--- config.mk ---
export PLATFORM = sky130hd
export DESIGN_NAME = three_channel_timer_core_flat
export DESIGN_NICKNAME = d
export VERILOG_FILES = /design/src/include/timer_core_pkg.sv /design/src/include/timer_bus_if.sv /design/src/three_channel_timer_core.sv /design/src/flat_wrapper.sv
export VERILOG_INCLUDE_DIRS = /design/src /design/src/include
export SDC_FILE = /design/constraint.sdc
export NUM_CORES = 1
export LEC_CHECK = 0
export BUFFER_PORTS_ARGS = -buffer_cell sky130_fd_sc_hd__buf_2
export CAP_MARGIN = 20
export CELL_PAD_IN_SITES_DETAIL_PLACEMENT = 1
export CELL_PAD_IN_SITES_GLOBAL_PLACEMENT = 2
export CORE_MARGIN = 3
export CORE_UTILIZATION = 42
export DETAILED_ROUTE_END_ITERATION = 10
export PLACE_DENSITY_LB_ADDON = 0.1
export SLEW_MARGIN = 20
export SYNTH_ARGS = -nofsm -noshare
export SYNTH_HDL_FRONTEND = slang
export SYNTH_SLANG_ARGS = --single-unit
--- constraint.sdc ---
create_clock -name ref_clk_in -period 16.9 [get_ports ref_clk_in]
set_input_delay 1.69 -clock ref_clk_in [delete_from_list [all_inputs] [get_ports ref_clk_in]]
set_output_delay 1.69 -clock ref_clk_in [all_outputs]
set_load 0.01 [all_outputs]
--- src/include/timer_core_params.svh ---
// offsets, field positions, reset values and codes of the timer core and its controller
`ifndef TIMER_CORE_PARAMS_SVH
`define TIMER_CORE_PARAMS_SVH

// ----------------------------------------------------------------
// timer register byte addresses on the 16-bit bus
// ----------------------------------------------------------------
`define OFS_COUNT0 5'h00
`define OFS_GEN_BASE 5'h06
`define OFS_GEN_LAST 5'h14
`define OFS_RUN_SYNC 5'h16
`define OFS_CTRL0 5'h18
`define OFS_FLAGS 5'h1e

// ----------------------------------------------------------------
// reset values
// ----------------------------------------------------------------
`define COUNT_RESET 16'h0000
`define GEN_RESET 16'hffff
`define BYTE_RESET 8'h00

// ----------------------------------------------------------------
// fields of channel_control (upper byte) and pin_io_control (lower byte)
// ----------------------------------------------------------------
`define CLR_NONE 3'h0
`define CLR_FIRST 3'h1
`define CLR_SECOND 3'h2
`define CLR_SYNC 3'h3
`define CTRL_BUFFER 3
`define PIO_INIT 0
`define PIO_OUTPUT 1
`define PIO_CAP_FIRST 2
`define PIO_CAP_SECOND 3
`define ACT_LOW 2'h1
`define ACT_HIGH 2'h2
`define ACT_TOGGLE 2'h3
`define RUN_SYNC_MASK 16'h0707

// ----------------------------------------------------------------
// controller software registers
// ----------------------------------------------------------------
`define SW_TARGET 3'h0
`define SW_DATA 3'h1
`define SW_CMD 3'h2
`define SW_RESULT 3'h3
`define SW_STATUS 3'h4
`define SW_MASK 3'h5
`define EV_WRITE_DONE 0
`define EV_READ_DONE 1

`endif

--- src/include/timer_core_pkg.sv ---
// types shared by the timer core and its bus controller
package timer_core_pkg;
   typedef logic [15:0] word_t;
   typedef enum logic [2:0] {
      CTL_IDLE = 3'b001,
      CTL_STROBE = 3'b010,
      CTL_COLLECT = 3'b100
   } ctl_state_e;
endpackage : timer_core_pkg

--- src/include/timer_bus_if.sv ---
// 16-bit register bus between the controller and the timer core
interface timer_bus_if;
   logic [4:0] addr;
   timer_core_pkg::word_t wdata;
   logic [1:0] be;
   logic wr;
   logic rd;
   timer_core_pkg::word_t rdata;
   modport controller (output addr, output wdata, output be, output wr, output rd,
      input rdata);
   modport timer (input addr, input wdata, input be, input wr, input rd, output rdata);
endinterface : timer_bus_if

--- src/three_channel_timer_core.sv ---
// three-channel 16-bit timer core: counters, general registers, run and lockstep control
//
// Operation
// three independent 16-bit counters, one per channel
// counters zero on reset and in standby
// master accesses counters only as 16-bit words
// channel 0 counts up; 1,2 may count down
// eight general registers, compare or capture each; the third and fourth never compare or capture, only buffer channel 0
// channel 0 third/fourth buffer first/second
// general registers all ones; word access only
// run register, one run bit per channel
// stopping keeps the compare pin level
// pin control write while stopped drives initial level
// upper five bits read zero, written zero
// lockstep register, one bit per channel
// software sets lockstep on two or more channels
// lockstep clear needs lockstep bit and clear source
// byte registers take byte and word access
// write to lockstep counter presets all lockstep counters
// wrap from all ones sets flag, keeps counting
// stopped counter holds, stays writable, resumes
// bus write beats count tick same cycle
`include "timer_core_params.svh"

module three_channel_timer_core (
   // clock and reset
   input wire logic ref_clk_in,
   input wire logic rst_in,
   // register bus
   timer_bus_if.timer bus,
   // counting and capture events
   input wire logic standby_in,
   input wire logic [2:0] count_tick_in,
   input wire logic [2:0] count_down_in,
   input wire logic [2:0] capture_in,
   // compare/capture pins and status
   output logic [2:0] compare_capture_pin_out,
   output logic [2:0] compare_capture_pin_oe_out,
   output logic [2:0] wrap_up_flag_out
);

   timer_core_pkg::word_t count_q [3];
   timer_core_pkg::word_t gen_q [8];
   timer_core_pkg::word_t gen_d [8];
   timer_core_pkg::word_t rdata_q;
   logic [7:0] ctrl_q [3];
   logic [7:0] pio_q [3];
   logic [2:0] run_q;
   logic [2:0] sync_q;
   logic [2:0] flag_q;
   logic [2:0] pin_q;
   logic [2:0] oe_q;
   logic wr_word;
   logic preset_sync;
   logic sync_clr_src;
   logic [4:0] gen_off;
   logic [2:0] cnt_wr;
   logic [2:0] step;
   logic [2:0] match_a;
   logic [2:0] match_b;
   logic [2:0] ev_a;
   logic [2:0] ev_b;
   logic [2:0] own_clr;
   logic [2:0] clr;
   logic [2:0] wrap;
   logic [2:0] pio_wr;
   logic [2:0] ctrl_wr;

   // ----------------------------------------------------------------
   // bus decode
   // ----------------------------------------------------------------
   // byte-lane writes to word registers are dropped, not merged
   assign wr_word = bus.wr & (bus.be == 2'b11);
   assign preset_sync = |(cnt_wr & sync_q);
   assign sync_clr_src = |(own_clr & sync_q);
   assign gen_off = bus.addr - `OFS_GEN_BASE;

   // ----------------------------------------------------------------
   // per-channel counter, control and pin
   // ----------------------------------------------------------------
   generate
      for (genvar c = 0; c < 3; c++) begin : g_chan
         localparam int FA = (c == 0) ? 0 : 2 * c + 2;
         localparam bit DOWN_OK = (c != 0);
         logic down;
         logic [1:0] act;

         assign down = DOWN_OK & count_down_in[c];
         assign cnt_wr[c] = wr_word & (bus.addr == `OFS_COUNT0 + 5'(2 * c));
         assign pio_wr[c] = bus.wr & bus.be[0] & (bus.addr == `OFS_CTRL0 + 5'(2 * c));
         assign ctrl_wr[c] = bus.wr & bus.be[1] & (bus.addr == `OFS_CTRL0 + 5'(2 * c));
         assign step[c] = run_q[c] & count_tick_in[c];
         assign match_a[c] = step[c] & (count_q[c] == gen_q[FA]);
         assign match_b[c] = step[c] & (count_q[c] == gen_q[FA + 1]);
         assign ev_a[c] = pio_q[c][`PIO_CAP_FIRST] ? capture_in[c] : match_a[c];
         assign ev_b[c] = pio_q[c][`PIO_CAP_SECOND] ? capture_in[c] : match_b[c];
         assign own_clr[c] = ((ctrl_q[c][2:0] == `CLR_FIRST) & ev_a[c])
            | ((ctrl_q[c][2:0] == `CLR_SECOND) & ev_b[c]);
         assign clr[c] = own_clr[c]
            | (sync_q[c] & (ctrl_q[c][2:0] == `CLR_SYNC) & sync_clr_src);
         assign wrap[c] = step[c] & ~down & (count_q[c] == 16'hffff);
         assign act = (match_a[c] & ~pio_q[c][`PIO_CAP_FIRST]) ? pio_q[c][5:4] : pio_q[c][7:6];

         always_ff @(posedge ref_clk_in or posedge rst_in) begin
            if (rst_in) begin
               count_q[c] <= `COUNT_RESET;
            end else if (standby_in) begin
               count_q[c] <= `COUNT_RESET;
            end else if (cnt_wr[c] | (sync_q[c] & preset_sync)) begin
               count_q[c] <= bus.wdata;
            end else if (clr[c]) begin
               count_q[c] <= `COUNT_RESET;
            end else if (step[c]) begin
               count_q[c] <= down ? count_q[c] - 16'h0001 : count_q[c] + 16'h0001;
            end
         end

         always_ff @(posedge ref_clk_in or posedge rst_in) begin
            if (rst_in) begin
               ctrl_q[c] <= `BYTE_RESET;
               pio_q[c] <= `BYTE_RESET;
            end else if (standby_in) begin
               ctrl_q[c] <= `BYTE_RESET;
               pio_q[c] <= `BYTE_RESET;
            end else begin
               if (ctrl_wr[c]) begin
                  ctrl_q[c] <= bus.wdata[15:8];
               end
               if (pio_wr[c]) begin
                  pio_q[c] <= bus.wdata[7:0];
               end
            end
         end

         // a stopped channel never matches, so the pin simply keeps its level
         always_ff @(posedge ref_clk_in or posedge rst_in) begin
            if (rst_in) begin
               pin_q[c] <= 1'b0;
               oe_q[c] <= 1'b0;
            end else if (standby_in) begin
               pin_q[c] <= 1'b0;
               oe_q[c] <= 1'b0;
            end else if (pio_wr[c]) begin
               oe_q[c] <= bus.wdata[`PIO_OUTPUT];
               if (!run_q[c]) begin
                  pin_q[c] <= bus.wdata[`PIO_INIT];
               end
            end else if (oe_q[c] & ((match_a[c] & ~pio_q[c][`PIO_CAP_FIRST])
                  | (match_b[c] & ~pio_q[c][`PIO_CAP_SECOND]))) begin
               unique case (act)
                  `ACT_LOW: pin_q[c] <= 1'b0;
                  `ACT_HIGH: pin_q[c] <= 1'b1;
                  `ACT_TOGGLE: pin_q[c] <= ~pin_q[c];
                  default: pin_q[c] <= pin_q[c];
               endcase
            end
         end
      end
   endgenerate

   // ----------------------------------------------------------------
   // general registers
   // ----------------------------------------------------------------
   always_comb begin
      int fa;
      fa = 0;
      for (int i = 0; i < 8; i++) begin
         gen_d[i] = gen_q[i];
      end
      for (int c = 0; c < 3; c++) begin
         fa = (c == 0) ? 0 : 2 * c + 2;
         if (ev_a[c] & pio_q[c][`PIO_CAP_FIRST]) begin
            gen_d[fa] = count_q[c];
         end
         if (ev_b[c] & pio_q[c][`PIO_CAP_SECOND]) begin
            gen_d[fa + 1] = count_q[c];
         end
      end
      // capture pushes the old value into the buffer; compare pulls the buffer in
      if (ctrl_q[0][`CTRL_BUFFER]) begin
         if (pio_q[0][`PIO_CAP_FIRST]) begin
            if (ev_a[0]) begin
               gen_d[2] = gen_q[0];
            end
         end else if (match_a[0]) begin
            gen_d[0] = gen_q[2];
         end
         if (pio_q[0][`PIO_CAP_SECOND]) begin
            if (ev_b[0]) begin
               gen_d[3] = gen_q[1];
            end
         end else if (match_b[0]) begin
            gen_d[1] = gen_q[3];
         end
      end
      if (wr_word && bus.addr >= `OFS_GEN_BASE && bus.addr <= `OFS_GEN_LAST) begin
         gen_d[gen_off[3:1]] = bus.wdata;
      end
   end

   always_ff @(posedge ref_clk_in or posedge rst_in) begin
      if (rst_in) begin
         for (int i = 0; i < 8; i++) begin
            gen_q[i] <= `GEN_RESET;
         end
      end else begin
         for (int i = 0; i < 8; i++) begin
            gen_q[i] <= standby_in ? `GEN_RESET : gen_d[i];
         end
      end
   end

   // ----------------------------------------------------------------
   // run, lockstep and wrap flags
   // ----------------------------------------------------------------
   always_ff @(posedge ref_clk_in or posedge rst_in) begin
      if (rst_in) begin
         run_q <= 3'h0;
         sync_q <= 3'h0;
      end else if (standby_in) begin
         run_q <= 3'h0;
         sync_q <= 3'h0;
      end else if (bus.wr && bus.addr == `OFS_RUN_SYNC) begin
         if (bus.be[1]) begin
            run_q <= bus.wdata[10:8];
         end
         if (bus.be[0]) begin
            sync_q <= bus.wdata[2:0];
         end
      end
   end

   // a new wrap in the clearing cycle keeps the flag set
   always_ff @(posedge ref_clk_in or posedge rst_in) begin
      if (rst_in) begin
         flag_q <= 3'h0;
      end else if (standby_in) begin
         flag_q <= 3'h0;
      end else if (bus.wr && bus.be[0] && bus.addr == `OFS_FLAGS) begin
         flag_q <= (flag_q & bus.wdata[2:0]) | wrap;
      end else begin
         flag_q <= flag_q | wrap;
      end
   end

   // ----------------------------------------------------------------
   // read data, one cycle after the strobe
   // ----------------------------------------------------------------
   always_ff @(posedge ref_clk_in or posedge rst_in) begin
      if (rst_in) begin
         rdata_q <= 16'h0000;
      end else if (bus.rd) begin
         if (bus.addr >= `OFS_GEN_BASE && bus.addr <= `OFS_GEN_LAST) begin
            rdata_q <= gen_q[gen_off[3:1]];
         end else begin
            unique case (bus.addr)
               5'h00: rdata_q <= count_q[0];
               5'h02: rdata_q <= count_q[1];
               5'h04: rdata_q <= count_q[2];
               `OFS_RUN_SYNC: rdata_q <= {5'h00, run_q, 5'h00, sync_q};
               5'h18: rdata_q <= {ctrl_q[0], pio_q[0]};
               5'h1a: rdata_q <= {ctrl_q[1], pio_q[1]};
               5'h1c: rdata_q <= {ctrl_q[2], pio_q[2]};
               `OFS_FLAGS: rdata_q <= {13'h0000, flag_q};
               default: rdata_q <= 16'h0000;
            endcase
         end
      end
   end

   assign bus.rdata = rdata_q;
   assign compare_capture_pin_out = pin_q;
   assign compare_capture_pin_oe_out = oe_q;
   assign wrap_up_flag_out = flag_q;

endmodule : three_channel_timer_core

--- src/flat_wrapper.sv ---
// flat-port wrapper written by rule: the top's interface ports become plain ports
module three_channel_timer_core_flat 
  (ref_clk_in, rst_in, standby_in, count_tick_in, count_down_in, capture_in, compare_capture_pin_out, compare_capture_pin_oe_out, wrap_up_flag_out, bus_addr, bus_wdata, bus_be, bus_wr, bus_rd, bus_rdata);
  timer_bus_if bus_i ();
  input wire logic ref_clk_in;
  input wire logic rst_in;
  input wire logic standby_in;
  input wire logic [2:0] count_tick_in;
  input wire logic [2:0] count_down_in;
  input wire logic [2:0] capture_in;
  output logic [2:0] compare_capture_pin_out;
  output logic [2:0] compare_capture_pin_oe_out;
  output logic [2:0] wrap_up_flag_out;
  input wire logic [$bits(bus_i.addr)-1:0] bus_addr;
  input wire logic [$bits(bus_i.wdata)-1:0] bus_wdata;
  input wire logic [$bits(bus_i.be)-1:0] bus_be;
  input wire logic [$bits(bus_i.wr)-1:0] bus_wr;
  input wire logic [$bits(bus_i.rd)-1:0] bus_rd;
  output wire logic [$bits(bus_i.rdata)-1:0] bus_rdata;
  assign bus_i.addr = bus_addr;
  assign bus_i.wdata = bus_wdata;
  assign bus_i.be = bus_be;
  assign bus_i.wr = bus_wr;
  assign bus_i.rd = bus_rd;
  assign bus_rdata = bus_i.rdata;
  three_channel_timer_core u_core (.ref_clk_in(ref_clk_in), .rst_in(rst_in), .bus(bus_i), .standby_in(standby_in), .count_tick_in(count_tick_in), .count_down_in(count_down_in), .capture_in(capture_in), .compare_capture_pin_out(compare_capture_pin_out), .compare_capture_pin_oe_out(compare_capture_pin_oe_out), .wrap_up_flag_out(wrap_up_flag_out));
endmodule
==> out/qor.yml, run 1 <==
clock_skew_ns: 0.0199
wl_per_cell_um: 29.0
avgSynthCellArea_um2: 8.12
synth.top_cells.by_area: "sky130_fd_sc_hd__dfstp_2, sky130_fd_sc_hd__dfrtp_1, sky130_fd_sc_hd__nand2_1"
io_buffer_count: 60
p_clk_share_pct: 46.8
cts_num_sinks: 252
drt_wl_total_mm: 76.9
share_of_synthesized_area_occupied_by_flip_flops_and_latches_pct: 37.0
height_of_the_die_um: 210
grt_start_max_net_pins: 157
floorplan.die.width_um: 210
worstHoldStart: "u_core.bus.rdata[8]"
nNetsFinal: 2165
tritoncts.num_buffers: 31
num_io_pins: 62
cts.repair_timing.setup_buffer_count: 0
worstSetupPathType: "in2reg"
cts.htree.levels: 1
netSwitchingFraction_pct: 28.3
min_delay_path_depth: 2
cells_resized_by_post_cts_repair: 0
power_frac_seq_pct: 41.0
top_signal_layer_used: "met4"
final_core_utilization_pct: 46.3
tns_ns: 0
clk_latency_ns: 0.59
worst-endpoint-required_ns: 17.35
outcome: "finished clean"
async_flop_share_pct: 100
synth_enable_flop_cells: 0
finalWorstPathRequiredPeriod_ns: 4.69
p_total_mw: 1.55
yosys_register_bits: 252
synth_largest_area_cell: "sky130_fd_sc_hd__dfstp_2"
insertedDiodeCount: 0
worst_hold_path_type: "reg2reg"
critical_path.reg2reg.endpoint: "u_core.count_q[26]"
static_leakage_nw: 7.58
drive_gt1_share_pct: 14.8
setup_viol: 0
p_per_area_nw_per_um2: 81.6
timing.max_cap.violations: 0
remaining_drc_errors: 0
synth.lib_cells_used.distinct: 84
met2_length_mm: 34.5
placed_cells: 2591
worst-path-max-fanout: 19
cts_hold_repair.buffers: 0
power.internal_mw: 1.11
clk_transition_reported_paths_ns: 0.06
hpwl_mm: 52.1
synth_top_area_share_pct: 19.2
initial_antenna_violation_count: 0
cts_max_path_buffers: 3
achievable-frequency_mhz: 213
vias_post_dr: 17200
routed_via_density: 6.48
synth_commonest_cells: "sky130_fd_sc_hd__nand2_1, sky130_fd_sc_hd__nor2_1, sky130_fd_sc_hd__clkbuf_1, sky130_fd_sc_hd__o21ai_0, sky130_fd_sc_hd__dfstp_2"
grt_usage_pct: 34.0
ant_nets: 0
timing.reg2reg.worst_path_depth: 9
min_to: "u_core.bus.rdata[8]"
die-area_um2: 44100
mapped_nets: 2228
timing.reg2reg.setup_slack_ns: 12.74
instances_no_fill: 2647
cts_root_buf: "sky130_fd_sc_hd__clkbuf_16"
critical_path.startpoint_type: "input pin"
grt.overflow.total: 0
layout-area-overhead-vs-synth_pct: 8.64
yosysMostFrequentCell: "sky130_fd_sc_hd__nand2_1"
yosys_most_used_dff: "sky130_fd_sc_hd__dfstp_2"
core_box_area_um2: 41000
timing.critical_path.to_type: "flip-flop"
worst_slew_margin_rel_pct: 27.5
clock_tree_from_tritoncts: "done"
final_hold_viol_count: 0
share_comb_of_total_power_pct: 12.1
route.layer.met1.wl_mm: 34.1
irDropWorstVdd_mv: 0.0618
drt-pass1-iter-count: 6
initialDrtViolationCount: 1830
grt_setup_unrepaired: "no"
p_sw_mw: 0.439
arrival_ns: 5.14
met3_length_mm: 5.22
timing.final.crit_share_pct: 27.7
slew_viol_final: 0
cell_area_after_synthesis_um2: 17500
floorplan.rows: 74
grt_first_pass_wirelength_mm: 114
timing.rr.start: "u_core.count_q[25]"
ys.warnings.count: 0
max_slew.worst_pin.slew_ns: 1.08
first_global_vias: 17000
cells_after_synthesis: 2155
gp_routability_congestion: 0.931
initial_core_util_pct: 42.7
-- stage by stage --
step / hold WS [ns] / setup WS [ns] / cell area (um^2)
2_1_floorplan: 0.486 / 8.49 / 17500
3_3_place_gp: 0.499 / 11.84 / 17900
3_5_place_dp: 0.511 / 11.69 / 17900
4_1_cts: 0.524 / 12.31 / 19000
5_1_grt: 0.543 / 12.04 / 19000
6_report: 0.519 / 12.21 / 19000
-- worst max path at each step --
stage,from,to,slack [ns]
final,bus_addr[1],u_core.count_q[1],12.21
after global routing,bus_addr[1],u_core.count_q[14],12.04
after detailed placement,bus_addr[1],u_core.count_q[1],11.69
after floorplan,rst_in,u_core.bus.rdata[0],8.49
after global placement,bus_addr[1],u_core.count_q[1],11.84
after CTS,bus_addr[1],u_core.count_q[1],12.31
-- critical path, cell delays in order --
cell and delay, ns:
sky130_fd_sc_hd__buf_2 0.20, sky130_fd_sc_hd__nor4_4 0.29, sky130_fd_sc_hd__buf_4 0.30, sky130_fd_sc_hd__and2_1 0.57, sky130_fd_sc_hd__a21oi_1 0.21, sky130_fd_sc_hd__nor2_1 0.65, sky130_fd_sc_hd__a31o_2 0.20, sky130_fd_sc_hd__o22ai_1 0.08
sky130_fd_sc_hd__a21oi_2 0.37, sky130_fd_sc_hd__or2_1 0.41, sky130_fd_sc_hd__o32ai_1 0.15
-- power groups by stage --
stage | sequential [mW] | combinational (mW) | clock [mW]
final | 0.637 | 0.188 | 0.727
after detailed placement | 0.646 | 0.184 | 0
after CTS | 0.636 | 0.185 | 0.733
after global placement | 0.645 | 0.180 | 0
after global routing | 0.637 | 0.200 | 0.757
after floorplan | 0.637 | 0.114 | 0
-- layout by cell type (no fill, tap or decap), types with 41 or more instances in the layout --
| master | instances |
|---|---|
| sky130_fd_sc_hd__xor2_1 | 60 |
| sky130_fd_sc_hd__nor2_1 | 165 |
| sky130_fd_sc_hd__nand4_1 | 41 |
| sky130_fd_sc_hd__xnor2_1 | 70 |
| sky130_fd_sc_hd__o21ai_0 | 131 |
| sky130_fd_sc_hd__a22oi_1 | 98 |
| sky130_fd_sc_hd__nand2_1 | 432 |
| sky130_fd_sc_hd__a21oi_1 | 100 |
| sky130_fd_sc_hd__dfstp_2 | 128 |
| sky130_fd_sc_hd__nand3_1 | 119 |
| sky130_fd_sc_hd__buf_2 | 59 |
| sky130_fd_sc_hd__and3_1 | 42 |
| sky130_fd_sc_hd__mux2i_1 | 81 |
| sky130_fd_sc_hd__dfrtp_1 | 124 |
-- state kept, by name (all words and copies together) (netlist names) --
register	flops
u_core.count_q	48
u_core.gen_q	128
u_core.wrap_up_flag_out	3
u_core.sync_q	3
u_core.ctrl_q	24
u_core.run_q	3
u_core.bus.rdata	16
u_core.pio_q	24
u_core.compare_capture_pin_out	3
-- cell type report --
cell class	instances	area, um^2
well taps	532	666
clock inverters	14	235
fillers	4882	22000
inverters	21	88.8
flip-flops and latches	252	6470
multi-input cells	1691	10100
clock buffers	42	837
repair buffers	95	578
-- layer usage --
layer / vias up / GRT usage, %
met5: - / 0
met4: 0 / 11.7
met3: 161 / 5.03
met2: 670 / 53.3
met1: 8821 / 48.4
li1: 7512 / -
-- kinds of logic (layout without fill, tap and decap cells) --
kind of cell    after synthesis  count (layout)  share of synthesized area [%]
compound gates              501             501                           19.4
xor+xnor                    130             130                           6.51
fa+ha+maj                    36              36                           2.66
buf+inv                     212             172                           5.19
flops                       252             252                           37.0
mux                          87              87                           5.02
simple gates                937             937                           24.2
Power figures use the tool's default switching activity.
==> run 2, diff against run 1 <==
--- a/config.mk
+++ b/config.mk
@@ -11,7 +11,7 @@
 export CELL_PAD_IN_SITES_DETAIL_PLACEMENT = 1
 export CELL_PAD_IN_SITES_GLOBAL_PLACEMENT = 2
 export CORE_MARGIN = 3
-export CORE_UTILIZATION = 42
+export CORE_UTILIZATION = 35
 export DETAILED_ROUTE_END_ITERATION = 10
 export PLACE_DENSITY_LB_ADDON = 0.1
 export SLEW_MARGIN = 20
==> constraint.sdc (replaced) <==
create_clock -name ref_clk_in -period 3.9 [get_ports ref_clk_in]
set_input_delay 0.39 -clock ref_clk_in [delete_from_list [all_inputs] [get_ports ref_clk_in]]
set_output_delay 0.39 -clock ref_clk_in [all_outputs]
set_load 0.01 [all_outputs]
==> run 2 against run 1 <==
Against the previous run:
- critical path depth did not move
- hold slack got worse by 0.17 ns
- highest routed layer is now met5
- core utilization shrank 5.8 points
==> out/qor.yml, run 2 (synthesis results as in run 1) <==
route.layer.met1.wl_mm: 36.7
cells_resized_by_post_cts_repair: 0
placed_cells: 2802
drive_gt1_share_pct: 17.9
nNetsFinal: 2249
slew_viol_final: 0
timing.critical_path.to_type: "flip-flop"
remaining_drc_errors: 0
initial_core_util_pct: 35.6
register_area_um2: 6470
multi_input_comb_area_um2: 10100
num_io_pins: 62
mostFrequentLayoutCells: "sky130_fd_sc_hd__nand2_1, sky130_fd_sc_hd__nor2_1, sky130_fd_sc_hd__o21ai_0"
routed_via_density: 6.02
worst_slew_margin_rel_pct: 33.7
top_signal_layer_used: "met5"
outcome: "finished clean"
crit_path_cell_trace: "xnor2_1 > nand4_1 > or4_1 > o31a_1 > a21oi_1 > o31ai_2 > buf_4 > a21oi_4 > and2_1 > a2111oi_1 > buf_4"
critical_path.startpoint_type: "flip-flop"
max_slew.worst_pin.slew_ns: 0.991
setup_viol: 0
drt_wl_total_mm: 83.1
gate_family_responsible_for_the_most_delay_along_the_worst_path: "simple AND/OR/NAND/NOR gates"
cp_slowest_stage_delay_ns: 0.52
critical_path.slowest_cell: "sky130_fd_sc_hd__dfrtp_1"
cts.repair_timing.setup_buffer_count: 0
grt.overflow.total: 0
met3_length_mm: 5.81
timing.final.crit_share_pct: 93.9
layout-area-overhead-vs-synth_pct: 13.8
p_per_area_nw_per_um2: 354
worst_hold_path_type: "in2reg"
worst_path_most_repeated_cell: "sky130_fd_sc_hd__buf_4"
final_hold_viol_count: 0
layout_commonest_cell: "sky130_fd_sc_hd__nand2_1"
timing.reg2reg.setup_slack_ns: 0.24
clk_latency_ns: 0.55
clock_tree_from_tritoncts: "done"
largest_register: "u_core.gen_q"
initialDrtViolationCount: 1618
first_global_vias: 17400
hpwl_mm: 59.4
die-area_um2: 52700
tns_ns: 0
worst-endpoint-required_ns: 4.35
clk_transition_reported_paths_ns: 0.06
fillerInstances: 5848
gp_routability_congestion: 0.923
largestRegisters: "u_core.gen_q: 128 flops, u_core.count_q: 48 flops"
buffering_stage_count_on_the_worst_path_with_inverters_included: 2
grt_first_pass_wirelength_mm: 122
cts_root_buf: "sky130_fd_sc_hd__clkbuf_16"
grt_start_max_net_pins: 121
core_box_area_um2: 49200
floorplan.rows: 81
timing.max_cap.violations: 0
instances_no_fill: 2867
irDropWorstVdd_mv: 0.273
cts_max_path_buffers: 3
wl_per_cell_um: 29.0
place_worst_setup_slack_ns: 0.285
height_of_the_die_um: 230
max_reg_flops: 128
io_buffer_count: 60
final_core_utilization_pct: 40.5
finalWorstPathRequiredPeriod_ns: 3.66
setup_ws_ns: 0.240
static_leakage_nw: 8.06
worstSetupPathType: "reg2reg"
drt-pass1-iter-count: 8
grt_setup_unrepaired: "no"
tritoncts.num_buffers: 35
clock_skew_ns: 0.0140
cts_num_sinks: 252
fin_worst_hold_slack_ns: 0.345
floorplan.die.width_um: 230
grt_usage_pct: 31.3
met2_length_mm: 37.5
initial_antenna_violation_count: 4
achievable-frequency_mhz: 273
arrival_ns: 4.11
ant_nets: 0
worst-path-max-fanout: 8
cts.htree.levels: 2
vias_post_dr: 17300
[run 2: changes by cell type in the layout (fill, tap and decap cells not counted), moves of 2 or more]
| cell | delta |
|---|---|
| sky130_fd_sc_hd__buf_4 | +78 |
| sky130_fd_sc_hd__bufinv_16 | -2 |
| sky130_fd_sc_hd__clkbuf_16 | +6 |
| sky130_fd_sc_hd__clkbuf_8 | +3 |
| sky130_fd_sc_hd__nand2_1 | +2 |
| sky130_fd_sc_hd__nand2_2 | -2 |
[run 2: layout make-up]
cell class	count	share of cell area (%)
Multi-Input combinational cell	1691	50.9
Sequential cell	252	32.5
Timing Repair Buffer	175	6.00
Clock buffer	51	5.17
Tap cell	664	4.17
Clock inverter	12	0.849
Inverter	21	0.427
Antenna cell	1	0.0126
[run 2: path summary, 6_finish.rpt]
check	from	end	depth (start not counted)
worst max-delay path	u_core.count_q[4]	u_core.count_q[25]	11
worst min-delay path	bus_rd	u_core.bus.rdata[9]	2
worst max register to register	u_core.count_q[4]	u_core.count_q[25]	11
worst min register to register	u_core.bus.rdata[10]	u_core.bus.rdata[10]	2
max in group asynchronous	rst_in	u_core.ctrl_q[19]	4
min in group asynchronous	rst_in	u_core.count_q[23]	3
[run 2: routing by layer]
| metal | track usage (%) | up-vias |
|---|---|---|
| met5 | 0 | - |
| met4 | 11.3 | 2 |
| met3 | 6.49 | 150 |
| met2 | 49.1 | 578 |
| met1 | 42.7 | 8839 |
| li1 | - | 7694 |
[run 2: worst reg2reg max path, cell delays in order, from the launching register on]
cell	delay, ns
sky130_fd_sc_hd__dfrtp_1	0.52
sky130_fd_sc_hd__xnor2_1	0.23
sky130_fd_sc_hd__nand4_1	0.26
sky130_fd_sc_hd__or4_1	0.50
sky130_fd_sc_hd__o31a_1	0.27
sky130_fd_sc_hd__a21oi_1	0.35
sky130_fd_sc_hd__o31ai_2	0.16
sky130_fd_sc_hd__buf_4	0.18
sky130_fd_sc_hd__a21oi_4	0.27
sky130_fd_sc_hd__and2_1	0.49
sky130_fd_sc_hd__a2111oi_1	0.17
sky130_fd_sc_hd__buf_4	0.17
[run 2: through the flow]
| stage | total power [mW] | area [um^2] |
|---|---|---|
| after detailed placement | 3.64 | 18700 |
| after floorplan | 3.25 | 17500 |
| after global routing | 7.27 | 19900 |
| after global placement | 3.63 | 18700 |
| final | 7.04 | 19900 |
| after CTS | 7.09 | 19900 |
[run 2: repair_timing]
action                                  4_1_cts  5_1_grt
endpoints found under the setup margin        0        0
endpoints found under the hold margin        13        0
hold buffers                                  1        0
[run 2: where the power goes]
part           switching, mW  internal [mW]
Sequential            0.0661           2.68
Clock                   1.32           2.10
Combinational          0.604          0.265
Total                   1.99           5.04
